[src/shared/asor_pkg.sv]
// shared constants for the accelerometer sample output register block
package asor_pkg;
    // sample geometry
    localparam int unsigned SMP_W      = 10;     // bits per axis sample
    localparam int unsigned AXES       = 3;      // x, y, z
    localparam logic [5:0]  LSB_PAD    = 6'h00;  // unused low bits of a low byte
    // register offsets
    localparam logic [7:0]  ADDR_FLAGS = 8'h00;  // sample_flags
    localparam logic [7:0]  ADDR_X_HI  = 8'h01;  // x_sample_high
    localparam logic [7:0]  ADDR_X_LO  = 8'h02;  // x_sample_low
    localparam logic [7:0]  ADDR_Y_HI  = 8'h03;  // y_sample_high
    localparam logic [7:0]  ADDR_Y_LO  = 8'h04;  // y_sample_low
    localparam logic [7:0]  ADDR_Z_HI  = 8'h05;  // z_sample_high
    localparam logic [7:0]  ADDR_Z_LO  = 8'h06;  // z_sample_low
    localparam logic [7:0]  ADDR_CTRL  = 8'h2A;  // primary_control
    localparam logic [7:0]  ADDR_IRQ_ST  = 8'h40; // interrupt status, read only
    localparam logic [7:0]  ADDR_IRQ_CLR = 8'h41; // interrupt clear, write only
    localparam logic [7:0]  ADDR_IRQ_EN  = 8'h42; // interrupt enable
    // primary_control fields
    localparam int unsigned CTRL_ACTIVE_BIT = 0;  // measuring mode
    localparam int unsigned CTRL_FAST_BIT   = 1;  // skip low bytes on increment
    localparam logic [7:0]  CTRL_RST        = 8'h00;
    // interrupt status fields
    localparam int unsigned IRQ_W         = 2;
    localparam int unsigned IRQ_READY_BIT = 0;    // new sample on any axis
    localparam int unsigned IRQ_OVR_BIT   = 1;    // a sample was overwritten
    localparam logic [1:0]  IRQ_RST       = 2'h0;
    // misc reset values
    localparam logic [7:0]  BYTE_ZERO = 8'h00;
endpackage

[src/design/asor_top.sv]
// accelerometer sample output registers: flags, samples, burst pointer
//
// Operation
// - status register at 0x00, flag layout fixed
// - axis fresh sets on sample, clears on high read
// - unread sample replaced and overrun flagged
// - combined fresh clears after all high reads
// - combined overrun clears after all high reads
// - all flags clear after reset
// - ten bit sample split high and low
// - samples at 0x01..0x06, seven byte burst
// - fast read skips low bytes in bursts
// - low byte matches preceding high byte sample
// - samples taken only in measuring mode
// - ready source clears with combined fresh flag
//
// Our own choice: the plain strobed port.
`timescale 1ns/1ns
module asor_top
    import asor_pkg::*;
#(
    parameter int unsigned W = SMP_W
) (
    // clock and reset
    input  wire logic         clk_i,
    input  wire logic         rst_n_i,
    // register port
    input  wire logic [7:0]   addr_i,
    input  wire logic [7:0]   wdata_i,
    input  wire logic         wr_i,
    input  wire logic         rd_i,
    input  wire logic         burst_i,     // read at auto-increment pointer
    output logic      [7:0]   rdata_o,
    output logic      [7:0]   next_addr_o, // auto-increment pointer
    // sample sources
    input  wire logic         x_new_i,
    input  wire logic [W-1:0] x_sample_i,
    input  wire logic         y_new_i,
    input  wire logic [W-1:0] y_sample_i,
    input  wire logic         z_new_i,
    input  wire logic [W-1:0] z_sample_i,
    // interrupt side
    output logic              sample_ready_irq_source_o,
    output logic              irq_o
);
    // top state
    typedef struct packed {
        logic [7:0]      ctrl;        // primary_control
        logic [7:0]      rdata;
        logic [7:0]      ptr;
        logic [AXES-1:0] mask;        // high bytes read since last clear
        logic            any_fresh;
        logic            any_ovr;
    } asor_top_s;

    asor_top_s s_q;  // registered state
    asor_top_s s_d;  // next state

    // step the burst pointer, wrapping after the z bytes
    function automatic logic [7:0] asor_step(input logic [7:0] a, input logic fast);
        logic [7:0] n;
        n = a + 8'h01;
        if (fast && (a == ADDR_X_HI || a == ADDR_Y_HI)) begin
            n = a + 8'h02;
        end else if (fast && a == ADDR_Z_HI) begin
            n = ADDR_FLAGS;
        end else if (a == ADDR_Z_LO) begin
            n = ADDR_FLAGS;
        end
        return n;
    endfunction

    // one strobe aimed at one register address
    function automatic logic asor_hit(input logic stb, input logic [7:0] a,
                                      input logic [7:0] target);
        return stb && a == target;
    endfunction

    logic [AXES-1:0]      new_raw;   // sample strobes as arrived
    logic [AXES-1:0]      new_v;     // strobes accepted while measuring
    logic [AXES-1:0]      msb_rd;    // high byte read per axis
    logic [AXES-1:0]      fresh_v;   // axis fresh flags
    logic [AXES-1:0]      ovr_v;     // axis overrun flags
    logic [AXES-1:0][W-1:0] smp_in;  // sample inputs per axis
    logic [AXES-1:0][7:0] msb_v;     // high bytes per axis
    logic [AXES-1:0][7:0] lsb_v;     // held low bytes per axis
    logic [7:0]           rd_addr;   // address of this read
    logic [7:0]           flags;     // sample_flags view
    logic                 act_clr;   // entry into measuring mode
    logic                 ctrl_wr;   // write to primary_control
    logic [IRQ_W-1:0]     irq_ev;    // interrupt events
    logic [IRQ_W-1:0]     irq_st;    // interrupt status
    logic [IRQ_W-1:0]     irq_en;    // interrupt enable

    assign new_raw = {z_new_i, y_new_i, x_new_i};
    assign smp_in  = {z_sample_i, y_sample_i, x_sample_i};
    assign new_v   = new_raw & {AXES{s_q.ctrl[CTRL_ACTIVE_BIT]}};
    assign rd_addr = burst_i ? s_q.ptr : addr_i;
    assign ctrl_wr = asor_hit(wr_i, addr_i, ADDR_CTRL);
    assign act_clr = ctrl_wr && wdata_i[CTRL_ACTIVE_BIT] && !s_q.ctrl[CTRL_ACTIVE_BIT];
    // high byte strobes per axis
    assign msb_rd  = {asor_hit(rd_i, rd_addr, ADDR_Z_HI),
                      asor_hit(rd_i, rd_addr, ADDR_Y_HI),
                      asor_hit(rd_i, rd_addr, ADDR_X_HI)};
    // status byte: overruns high, fresh flags low
    assign flags   = {s_q.any_ovr, ovr_v, s_q.any_fresh, fresh_v};
    assign irq_ev[IRQ_READY_BIT] = |new_v;
    assign irq_ev[IRQ_OVR_BIT]   = |(new_v & fresh_v & ~msb_rd);

    // one store per axis
    for (genvar i = 0; i < AXES; i++) begin : g_axis
        asor_axis #(.W(W)) u_axis (
            .clk_i    (clk_i),
            .rst_n_i  (rst_n_i),
            .new_i    (new_v[i]),
            .sample_i (smp_in[i]),
            .clr_i    (act_clr),
            .msb_rd_i (msb_rd[i]),
            .fresh_o  (fresh_v[i]),
            .ovr_o    (ovr_v[i]),
            .msb_o    (msb_v[i]),
            .lsb_o    (lsb_v[i])
        );
    end

    // interrupt status, clear and enable
    asor_irq u_irq (
        .clk_i    (clk_i),
        .rst_n_i  (rst_n_i),
        .event_i  (irq_ev),
        .clr_wr_i (asor_hit(wr_i, addr_i, ADDR_IRQ_CLR)),
        .en_wr_i  (asor_hit(wr_i, addr_i, ADDR_IRQ_EN)),
        .wdata_i  (wdata_i[IRQ_W-1:0]),
        .status_o (irq_st),
        .enable_o (irq_en),
        .irq_o    (irq_o)
    );

    // next state: control, read mux, pointer and combined flags
    always_comb begin
        logic [AXES-1:0] seen;
        seen = s_q.mask | msb_rd;
        s_d = s_q;
        s_d.rdata = BYTE_ZERO;                       // data only in the answer cycle
        if (ctrl_wr) begin
            s_d.ctrl = wdata_i;
        end
        if (rd_i) begin
            s_d.ptr = asor_step(rd_addr, s_q.ctrl[CTRL_FAST_BIT]);
            case (rd_addr)
                ADDR_FLAGS:   s_d.rdata = flags;
                ADDR_X_HI:    s_d.rdata = msb_v[0];
                ADDR_X_LO:    s_d.rdata = lsb_v[0];
                ADDR_Y_HI:    s_d.rdata = msb_v[1];
                ADDR_Y_LO:    s_d.rdata = lsb_v[1];
                ADDR_Z_HI:    s_d.rdata = msb_v[2];
                ADDR_Z_LO:    s_d.rdata = lsb_v[2];
                ADDR_CTRL:    s_d.rdata = s_q.ctrl;
                ADDR_IRQ_ST:  s_d.rdata = {{(8-IRQ_W){1'b0}}, irq_st};
                ADDR_IRQ_EN:  s_d.rdata = {{(8-IRQ_W){1'b0}}, irq_en};
                default:      s_d.rdata = BYTE_ZERO; // unmapped reads zero
            endcase
        end else if (wr_i) begin
            s_d.ptr = addr_i;                        // a write positions the pointer
        end
        // combined flags clear once all three high bytes are read
        s_d.mask = seen;
        if (&seen) begin
            s_d.any_fresh = 1'b0;
            s_d.any_ovr   = 1'b0;
            s_d.mask      = '0;
        end
        if (|new_v) begin
            s_d.any_fresh = 1'b1;
        end
        if (irq_ev[IRQ_OVR_BIT]) begin
            s_d.any_ovr = 1'b1;
        end
        // entering measuring mode wipes the flags
        if (act_clr) begin
            s_d.any_fresh = 1'b0;
            s_d.any_ovr   = 1'b0;
            s_d.mask      = '0;
        end
    end

    // state register
    always_ff @(posedge clk_i or negedge rst_n_i) begin
        if (!rst_n_i) begin
            s_q      <= '0;
            s_q.ctrl <= CTRL_RST;
        end else begin
            s_q <= s_d;
        end
    end

    // outputs straight from flip-flops
    assign rdata_o                   = s_q.rdata;
    assign next_addr_o               = s_q.ptr;
    assign sample_ready_irq_source_o = s_q.any_fresh;
endmodule

[src/design/asor_axis.sv]
// one axis: sample store, fresh and overrun flags, low byte hold
`timescale 1ns/1ns
module asor_axis
    import asor_pkg::*;
#(
    parameter int unsigned W = SMP_W
) (
    // clock and reset
    input  wire logic         clk_i,
    input  wire logic         rst_n_i,
    // sample side
    input  wire logic         new_i,      // accepted new sample strobe
    input  wire logic [W-1:0] sample_i,   // two's complement sample
    input  wire logic         clr_i,      // wipe on entry to measuring
    // read side
    input  wire logic         msb_rd_i,   // high byte is being read
    output logic              fresh_o,
    output logic              ovr_o,
    output logic [7:0]        msb_o,
    output logic [7:0]        lsb_o
);
    // all axis state
    typedef struct packed {
        logic          fresh;
        logic          ovr;
        logic [W-1:0]  smp;
        logic [W-9:0]  lsb_hold;
    } asor_axis_s;

    asor_axis_s s_q;   // registered state
    asor_axis_s s_d;   // next state
    logic [W-9:0] smp_lo;  // live low bits, for checks

    // next state: read clears first, a new sample then wins
    always_comb begin
        s_d = s_q;
        if (clr_i) begin
            s_d.fresh = 1'b0;
            s_d.ovr   = 1'b0;
        end else begin
            if (msb_rd_i) begin
                s_d.fresh    = 1'b0;
                s_d.ovr      = 1'b0;
                s_d.lsb_hold = s_q.smp[W-9:0];
            end
            if (new_i) begin
                s_d.smp   = sample_i;
                s_d.fresh = 1'b1;
                if (s_q.fresh && !msb_rd_i) begin
                    s_d.ovr = 1'b1;
                end
            end
        end
    end

    // state register, flags clear at reset
    always_ff @(posedge clk_i or negedge rst_n_i) begin
        if (!rst_n_i) begin
            s_q <= '0;
        end else begin
            s_q <= s_d;
        end
    end

    // byte views of the sample
    assign fresh_o = s_q.fresh;
    assign ovr_o   = s_q.ovr;
    assign msb_o   = s_q.smp[W-1:W-8];
    assign lsb_o   = {s_q.lsb_hold, LSB_PAD};
    assign smp_lo  = s_q.smp[W-9:0];
endmodule

[src/design/asor_irq.sv]
// sticky interrupt status with enable and write-one clear
`timescale 1ns/1ns
module asor_irq
    import asor_pkg::*;
(
    // clock and reset
    input  wire logic             clk_i,
    input  wire logic             rst_n_i,
    // events
    input  wire logic [IRQ_W-1:0] event_i,
    // software side
    input  wire logic             clr_wr_i,
    input  wire logic             en_wr_i,
    input  wire logic [IRQ_W-1:0] wdata_i,
    output logic      [IRQ_W-1:0] status_o,
    output logic      [IRQ_W-1:0] enable_o,
    output logic                  irq_o
);
    // interrupt state
    typedef struct packed {
        logic [IRQ_W-1:0] status;
        logic [IRQ_W-1:0] enable;
        logic             irq;
    } asor_irq_s;

    asor_irq_s s_q;  // registered state
    asor_irq_s s_d;  // next state

    // a set in the clear cycle survives
    always_comb begin
        s_d = s_q;
        if (clr_wr_i) begin
            s_d.status = s_q.status & ~wdata_i;
        end
        s_d.status = s_d.status | event_i;
        if (en_wr_i) begin
            s_d.enable = wdata_i;
        end
        s_d.irq = |(s_d.status & s_d.enable);
    end

    // state register
    always_ff @(posedge clk_i or negedge rst_n_i) begin
        if (!rst_n_i) begin
            s_q <= '0;
        end else begin
            s_q <= s_d;
        end
    end

    assign status_o = s_q.status;
    assign enable_o = s_q.enable;
    assign irq_o    = s_q.irq;
endmodule

[config.mk]
export PLATFORM = sky130hd
export DESIGN_NAME = asor_top
export DESIGN_NICKNAME = d
export VERILOG_FILES = /design/src/shared/asor_pkg.sv /design/src/design/asor_top.sv /design/src/design/asor_axis.sv /design/src/design/asor_irq.sv
export SDC_FILE = /design/constraint.sdc
export NUM_CORES = 1
export LEC_CHECK = 0
export BUFFER_PORTS_ARGS = -buffer_cell sky130_fd_sc_hd__buf_2
export CAP_MARGIN = 5
export CORE_UTILIZATION = 34
export CTS_BUF_LIST = sky130_fd_sc_hd__clkbuf_8
export CTS_CLUSTER_SIZE = 8
export DETAILED_ROUTE_END_ITERATION = 6
export GPL_TIMING_DRIVEN = 0
export MAX_ROUTING_LAYER = met4
export PLACE_DENSITY = 0.5
export SETUP_SLACK_MARGIN = 0.3
export SYNTH_ARGS = -nofsm -noshare
export SYNTH_HDL_FRONTEND = slang
export SYNTH_HIERARCHICAL = 1
export SYNTH_SLANG_ARGS = --single-unit
[constraint.sdc]
create_clock -name clk_i -period 4.3 [get_ports clk_i]
set_input_delay 0.43 -clock clk_i [delete_from_list [all_inputs] [get_ports clk_i]]
set_output_delay 0.43 -clock clk_i [all_outputs]
set_load 0.1 [all_outputs]
# ---- Word level (Yosys, flattened, before mapping)
# Index checks and enable logic that the tools add are counted.
dict set report word_totals {
  register_bits 76
  inputBits 54
  out_inout_bits 18
  wordCells 106
}
dict set report classes {
  n_addsub 2
  eq_ne 12
  mux 26
  n_bitwise 10
  reduce_logical 35
}
# cell n
set op_table {}
lappend op_table {{$pmux W8 S10} 1}
lappend op_table {{$mux W8} 7}
lappend op_table {{$mux W12} 3}
lappend op_table {{$eq A8 B7 Y1 const B} 4}
lappend op_table {{$eq A8 B3 Y1 const B} 3}
lappend op_table {{$eq A8 B2 Y1 const B} 2}
lappend op_table {{$eq A8 B6 Y1 const B} 2}
lappend op_table {{$mux W2} 8}
lappend op_table {{$reduce_bool A3 Y1} 5}
lappend op_table {{$logic_and A1 B1 Y1} 13}
lappend op_table {{$reduce_and A2 Y1} 6}
lappend op_table {{$mux W5} 2}
lappend op_table {{$and A3 B3 Y3} 3}
lappend op_table {{$add A8 B1 Y8 const B} 1}
lappend op_table {{$add A8 B2 Y8 const B} 1}
lappend op_table {{$eq A8 B1 Y1 const B} 1}
lappend op_table {{$logic_not A8 Y1} 1}
lappend op_table {{$reduce_or A3 Y1} 2}
lappend op_table {{$mux W1} 5}
lappend op_table {{$and A2 B2 Y2} 2}
lappend op_table {{$logic_not A1 Y1} 4}
lappend op_table {{$not A3 Y3} 1}
lappend op_table {{$or A3 B3 Y3} 1}
lappend op_table {{$reduce_and A3 Y1} 1}
lappend op_table {{6 further kinds} 6}

# ---- Depth between registers and ports, before layout
dict set report depth {
  word_depth 9
  depth_mapped 12
  ltp_nobuf 8
}

# ---- By module
# Netlist, hierarchy kept.
# mod instances cells_per_inst area_each_um2
set by_module_without_submodules {}
lappend by_module_without_submodules {asor_top 1 281 2408.6}
lappend by_module_without_submodules {asor_axis 3 51 698.2}
lappend by_module_without_submodules {asor_irq 1 12 182.7}

# ---- Worst setup path after synthesis
# OpenSTA, ideal clock, no wires.
dict set report synth_timing {
  path_type {input to register}
  start {input port burst_i}
  end {register s_q (netlist bit rdata_o[0])}
  setup_time_ns 0.089
  arrival_time_ns 3.045
  t_required_ns 4.211
  setup_slack_ns 1.166
  path_stages 11
  n_path_buf 4
  cell_sequence {buf_4 > buf_2 > clkbuf_1 > mux2_2 > inv_2 > ha_1 > clkbuf_1 > clkinv_1 > nor3_1 > o41ai_2 > a41oi_1}
}
# item line
set synth_rtl {}
lappend synth_rtl {{from (decl)} asor_top.sv:32} ;# input wire logic burst_i,
lappend synth_rtl {{to (decl)} asor_top.sv:56} ;# asor_top_s s_q;

==> impl_metrics.env <==
export IMPL_nFillCells=1383
export IMPL_dieArea_sq_mm=0.0143
export IMPL_tns_ps=0
export IMPL_synth_area_top_cells="dfrtp_1 41%, buf_4 10%, mux2_4 9.9%"
export IMPL_ys_flop_type="dfrtp_1"
export IMPL_whs_ps=284
export IMPL_synth_distinct_cells=60
export IMPL_synth_area_sq_mm=0.00469
export IMPL_slew_headroom_pct=33.0
export IMPL_numCtsBuffers=9
export IMPL_postSynthAreaPerCell_sq_um=10.5
export IMPL_layout_core_utilization_pct=41.5
export IMPL_synth_xor_area_share_pct=0.935
export IMPL_async_flop_share_pct=100
export IMPL_port_buffer_count=70
export IMPL_ys_ff_latch=76
export IMPL_cts_setup_buffers=0
export IMPL_rsz0062_at_grt="false"
export IMPL_synth_top_area_cell="dfrtp_1"
export IMPL_synth_compound_area_share_pct=13.6
export IMPL_arrival_ps=4030
export IMPL_die_w_um=119
export IMPL_final_cell_mix="76 x dfrtp_1, 71 x buf_2, 67 x buf_4, 39 x nand2_1, 31 x mux2_4"
export IMPL_clock_fmax_mhz=265
export IMPL_drtAntennaViolNets=0
export IMPL_drc_errors=0
export IMPL_hold_class="in2reg"
export IMPL_cp_max_fo=10
export IMPL_power_w=0.00211
export IMPL_drv_cap=0
export IMPL_syn_to_final_growth_pct=18.3
export IMPL_hold_viol=0
export IMPL_via_per_inst=4.92
export IMPL_diodes=0
export IMPL_synth_top_family_by_area="multiplexers"
export IMPL_synth_top_area_share_pct=40.6
export IMPL_critPathRequiredTime_ps=4570
export IMPL_cellLeakagePower_nw=2.72
export IMPL_gp_congestion=0.836
export IMPL_start_kind="input pin"
export IMPL_wl_um=12000
export IMPL_status="complete, no violations"
export IMPL_htreeDepth=3
export IMPL_yosys_area_share_simple_pct=14.4
export IMPL_grt_use_total_pct=18.9
export IMPL_finalNetCount=605
export IMPL_grt_max_degree=54
export IMPL_synth_adder_area_share_pct=1.34
export IMPL_grt_pass1_wl_um=19900
export IMPL_yosys_warnings=6
export IMPL_setup_viol=0
export IMPL_cts_tree="done"
export IMPL_critPathKind="in2reg"
export IMPL_antenna_found_initial=0
export IMPL_synth_mux_area_share_pct=15.8
export IMPL_clock_skew_ps=10.5
export IMPL_num_vias=3573
export IMPL_cts_buffer_depth=2
export IMPL_cts_sinks=76
export IMPL_dr_pass1_iters=5
export IMPL_clk_pin_slew_ps=80
export IMPL_first_iter_violations=236
export IMPL_cts_root_buf="clkbuf_8"
export IMPL_min_period_ps=3770
export IMPL_critPathCaptureType="flop"
export IMPL_fp_coreArea_sq_mm=0.0133
export IMPL_hpwlAfterDp_um=8930
export IMPL_grt_ovfl_total=0
export IMPL_initial_utilization_pct=35.1
export IMPL_std_cell_rows=42
export IMPL_drive_gt1_share_pct=37.6
export IMPL_die_height_um=119
export IMPL_synthCells=446
export IMPL_synth_edf_count=0
export IMPL_ys_seq_area_share_pct=40.6
export IMPL_worst_slew_pin_slew_ps=994
export IMPL_fin_crit_sh_pct=87.6
export IMPL_peakVddDrop_mv=0.209
export IMPL_final_common_cell="dfrtp_1"
export IMPL_slew_viol_final=0
export IMPL_grt_pass1_vias=3682
export IMPL_powerDensity_mw_per_mm2=381
export IMPL_insertion_delay_ps=370
export IMPL_drt_wirelength_per_cell_um=16.5
export IMPL_ios=72
[routing by layer]
metal  share of wire (%)  GRT usage [%]  wire, um
met5                   0              -         0
met4                 1.7           6.17       202
met1                  50           26.6      6010
met3                 3.6           3.64       430
met2                  45           27.2      5340
[path summary, 6_finish.rpt]
path | cells past startpoint | slack [ps] | from | to
hold reg to reg | 1 | 490 | s_q[26] | s_q[26]
hold / removal | 2 | 280 | wdata_i[4] | s_q[25]
max in group asynchronous | 3 | 3200 | rst_n_i | g_axis[2].u_axis/s_q[2]
setup reg to reg | 9 | 1050 | next_addr_o[0] | rdata_o[0]
min in group asynchronous | 2 | 510 | rst_n_i | next_addr_o[4]
setup / recovery | 12 | 530 | burst_i | rdata_o[0]
[stage by stage]
step | cells | worst slack [ps] | cell area [sq um]
2_1_floorplan | 461 | 1170 | 4740
3_3_place_gp | 707 | -286 | 5310
3_5_place_dp | 710 | 123 | 5360
4_1_cts | 726 | 515 | 5540
5_1_grt | 726 | 308 | 5540
6_report | 726 | 533 | 5540
[critical path, stage by stage]
cell and delay [ps]:
buf_4 130, buf_2 220, clkbuf_1 390, mux2_2 470, inv_2 90, ha_1 140
clkbuf_1 500, clkinv_1 250, nor3_1 670, buf_4 280, o41ai_2 170, a41oi_1 280
[report_power, final]
part | total, W | internal, W | switching (W)
Clock | 0.000517 | 0.000237 | 0.000280
Sequential | 0.000937 | 0.000843 | 0.0000940
Combinational | 0.000657 | 0.000330 | 0.000328
Total | 0.00211 | 0.00141 | 0.000702
[timing repair]
item | CTS | global route
hold buffers | 1 | 0
endpoints found under the hold margin | 23 | 0
gates resized for setup | 0 | 0
[kinds of logic (layout without fill, tap and decap cells)]
| group | count (synthesis) | count (layout) |
|---|---|---|
| compound gates | 87 | 87 |
| fa+ha+maj | 5 | 5 |
| buf+inv | 92 | 181 |
| simple gates | 122 | 122 |
| mux | 56 | 56 |
| flops | 76 | 76 |
| other cells | 3 | 18 |
| xor+xnor | 5 | 5 |
[cells in the mapped netlist, drive strengths merged (4+ instances only)]
| cell type | instances |
|---|---|
| or3b | 4 |
| ha | 5 |
| a222oi | 9 |
| inv | 10 |
| a31oi | 10 |
| nor3 | 8 |
| a22oi | 14 |
| buf | 70 |
| nand3b | 4 |
| nand3 | 13 |
| a22o | 4 |
| a21oi | 15 |
| o21ai | 6 |
| and2 | 6 |
| or2b | 4 |
| mux2i | 6 |
| nor2b | 10 |
| clkbuf | 11 |
| nand2b | 7 |
| dfrtp | 76 |
| or3 | 4 |
| a211oi | 5 |
| nor2 | 11 |
| nand2 | 39 |
| mux2 | 50 |
[registers in the layout, summed over array words and instances (netlist names), 2 cells and up]
name	cells
g_axis.u_axis/msb_o	24
s_q	11
next_addr_o	8
rdata_o	8
g_axis.u_axis/lsb_o	6
g_axis.u_axis/s_q	6
g_axis.u_axis/fresh_o	3
g_axis.u_axis/ovr_o	3
u_irq/enable_o	2
u_irq/status_o	2
[final cells by class]
class / count / area [sq um] / area share (%)
inverter: 11 / 41.3 / 0.745
clock inverter: 4 / 25.0 / 0.452
buffer: 81 / 572 / 10.3
tap: 176 / 220 / 3.97
clock buffer: 11 / 151 / 2.73
timing repair buffer: 74 / 403 / 7.27
multi-input combinational: 293 / 2230 / 40.2
sequential: 76 / 1900 / 34.3
Power figures use the tool's default switching activity.
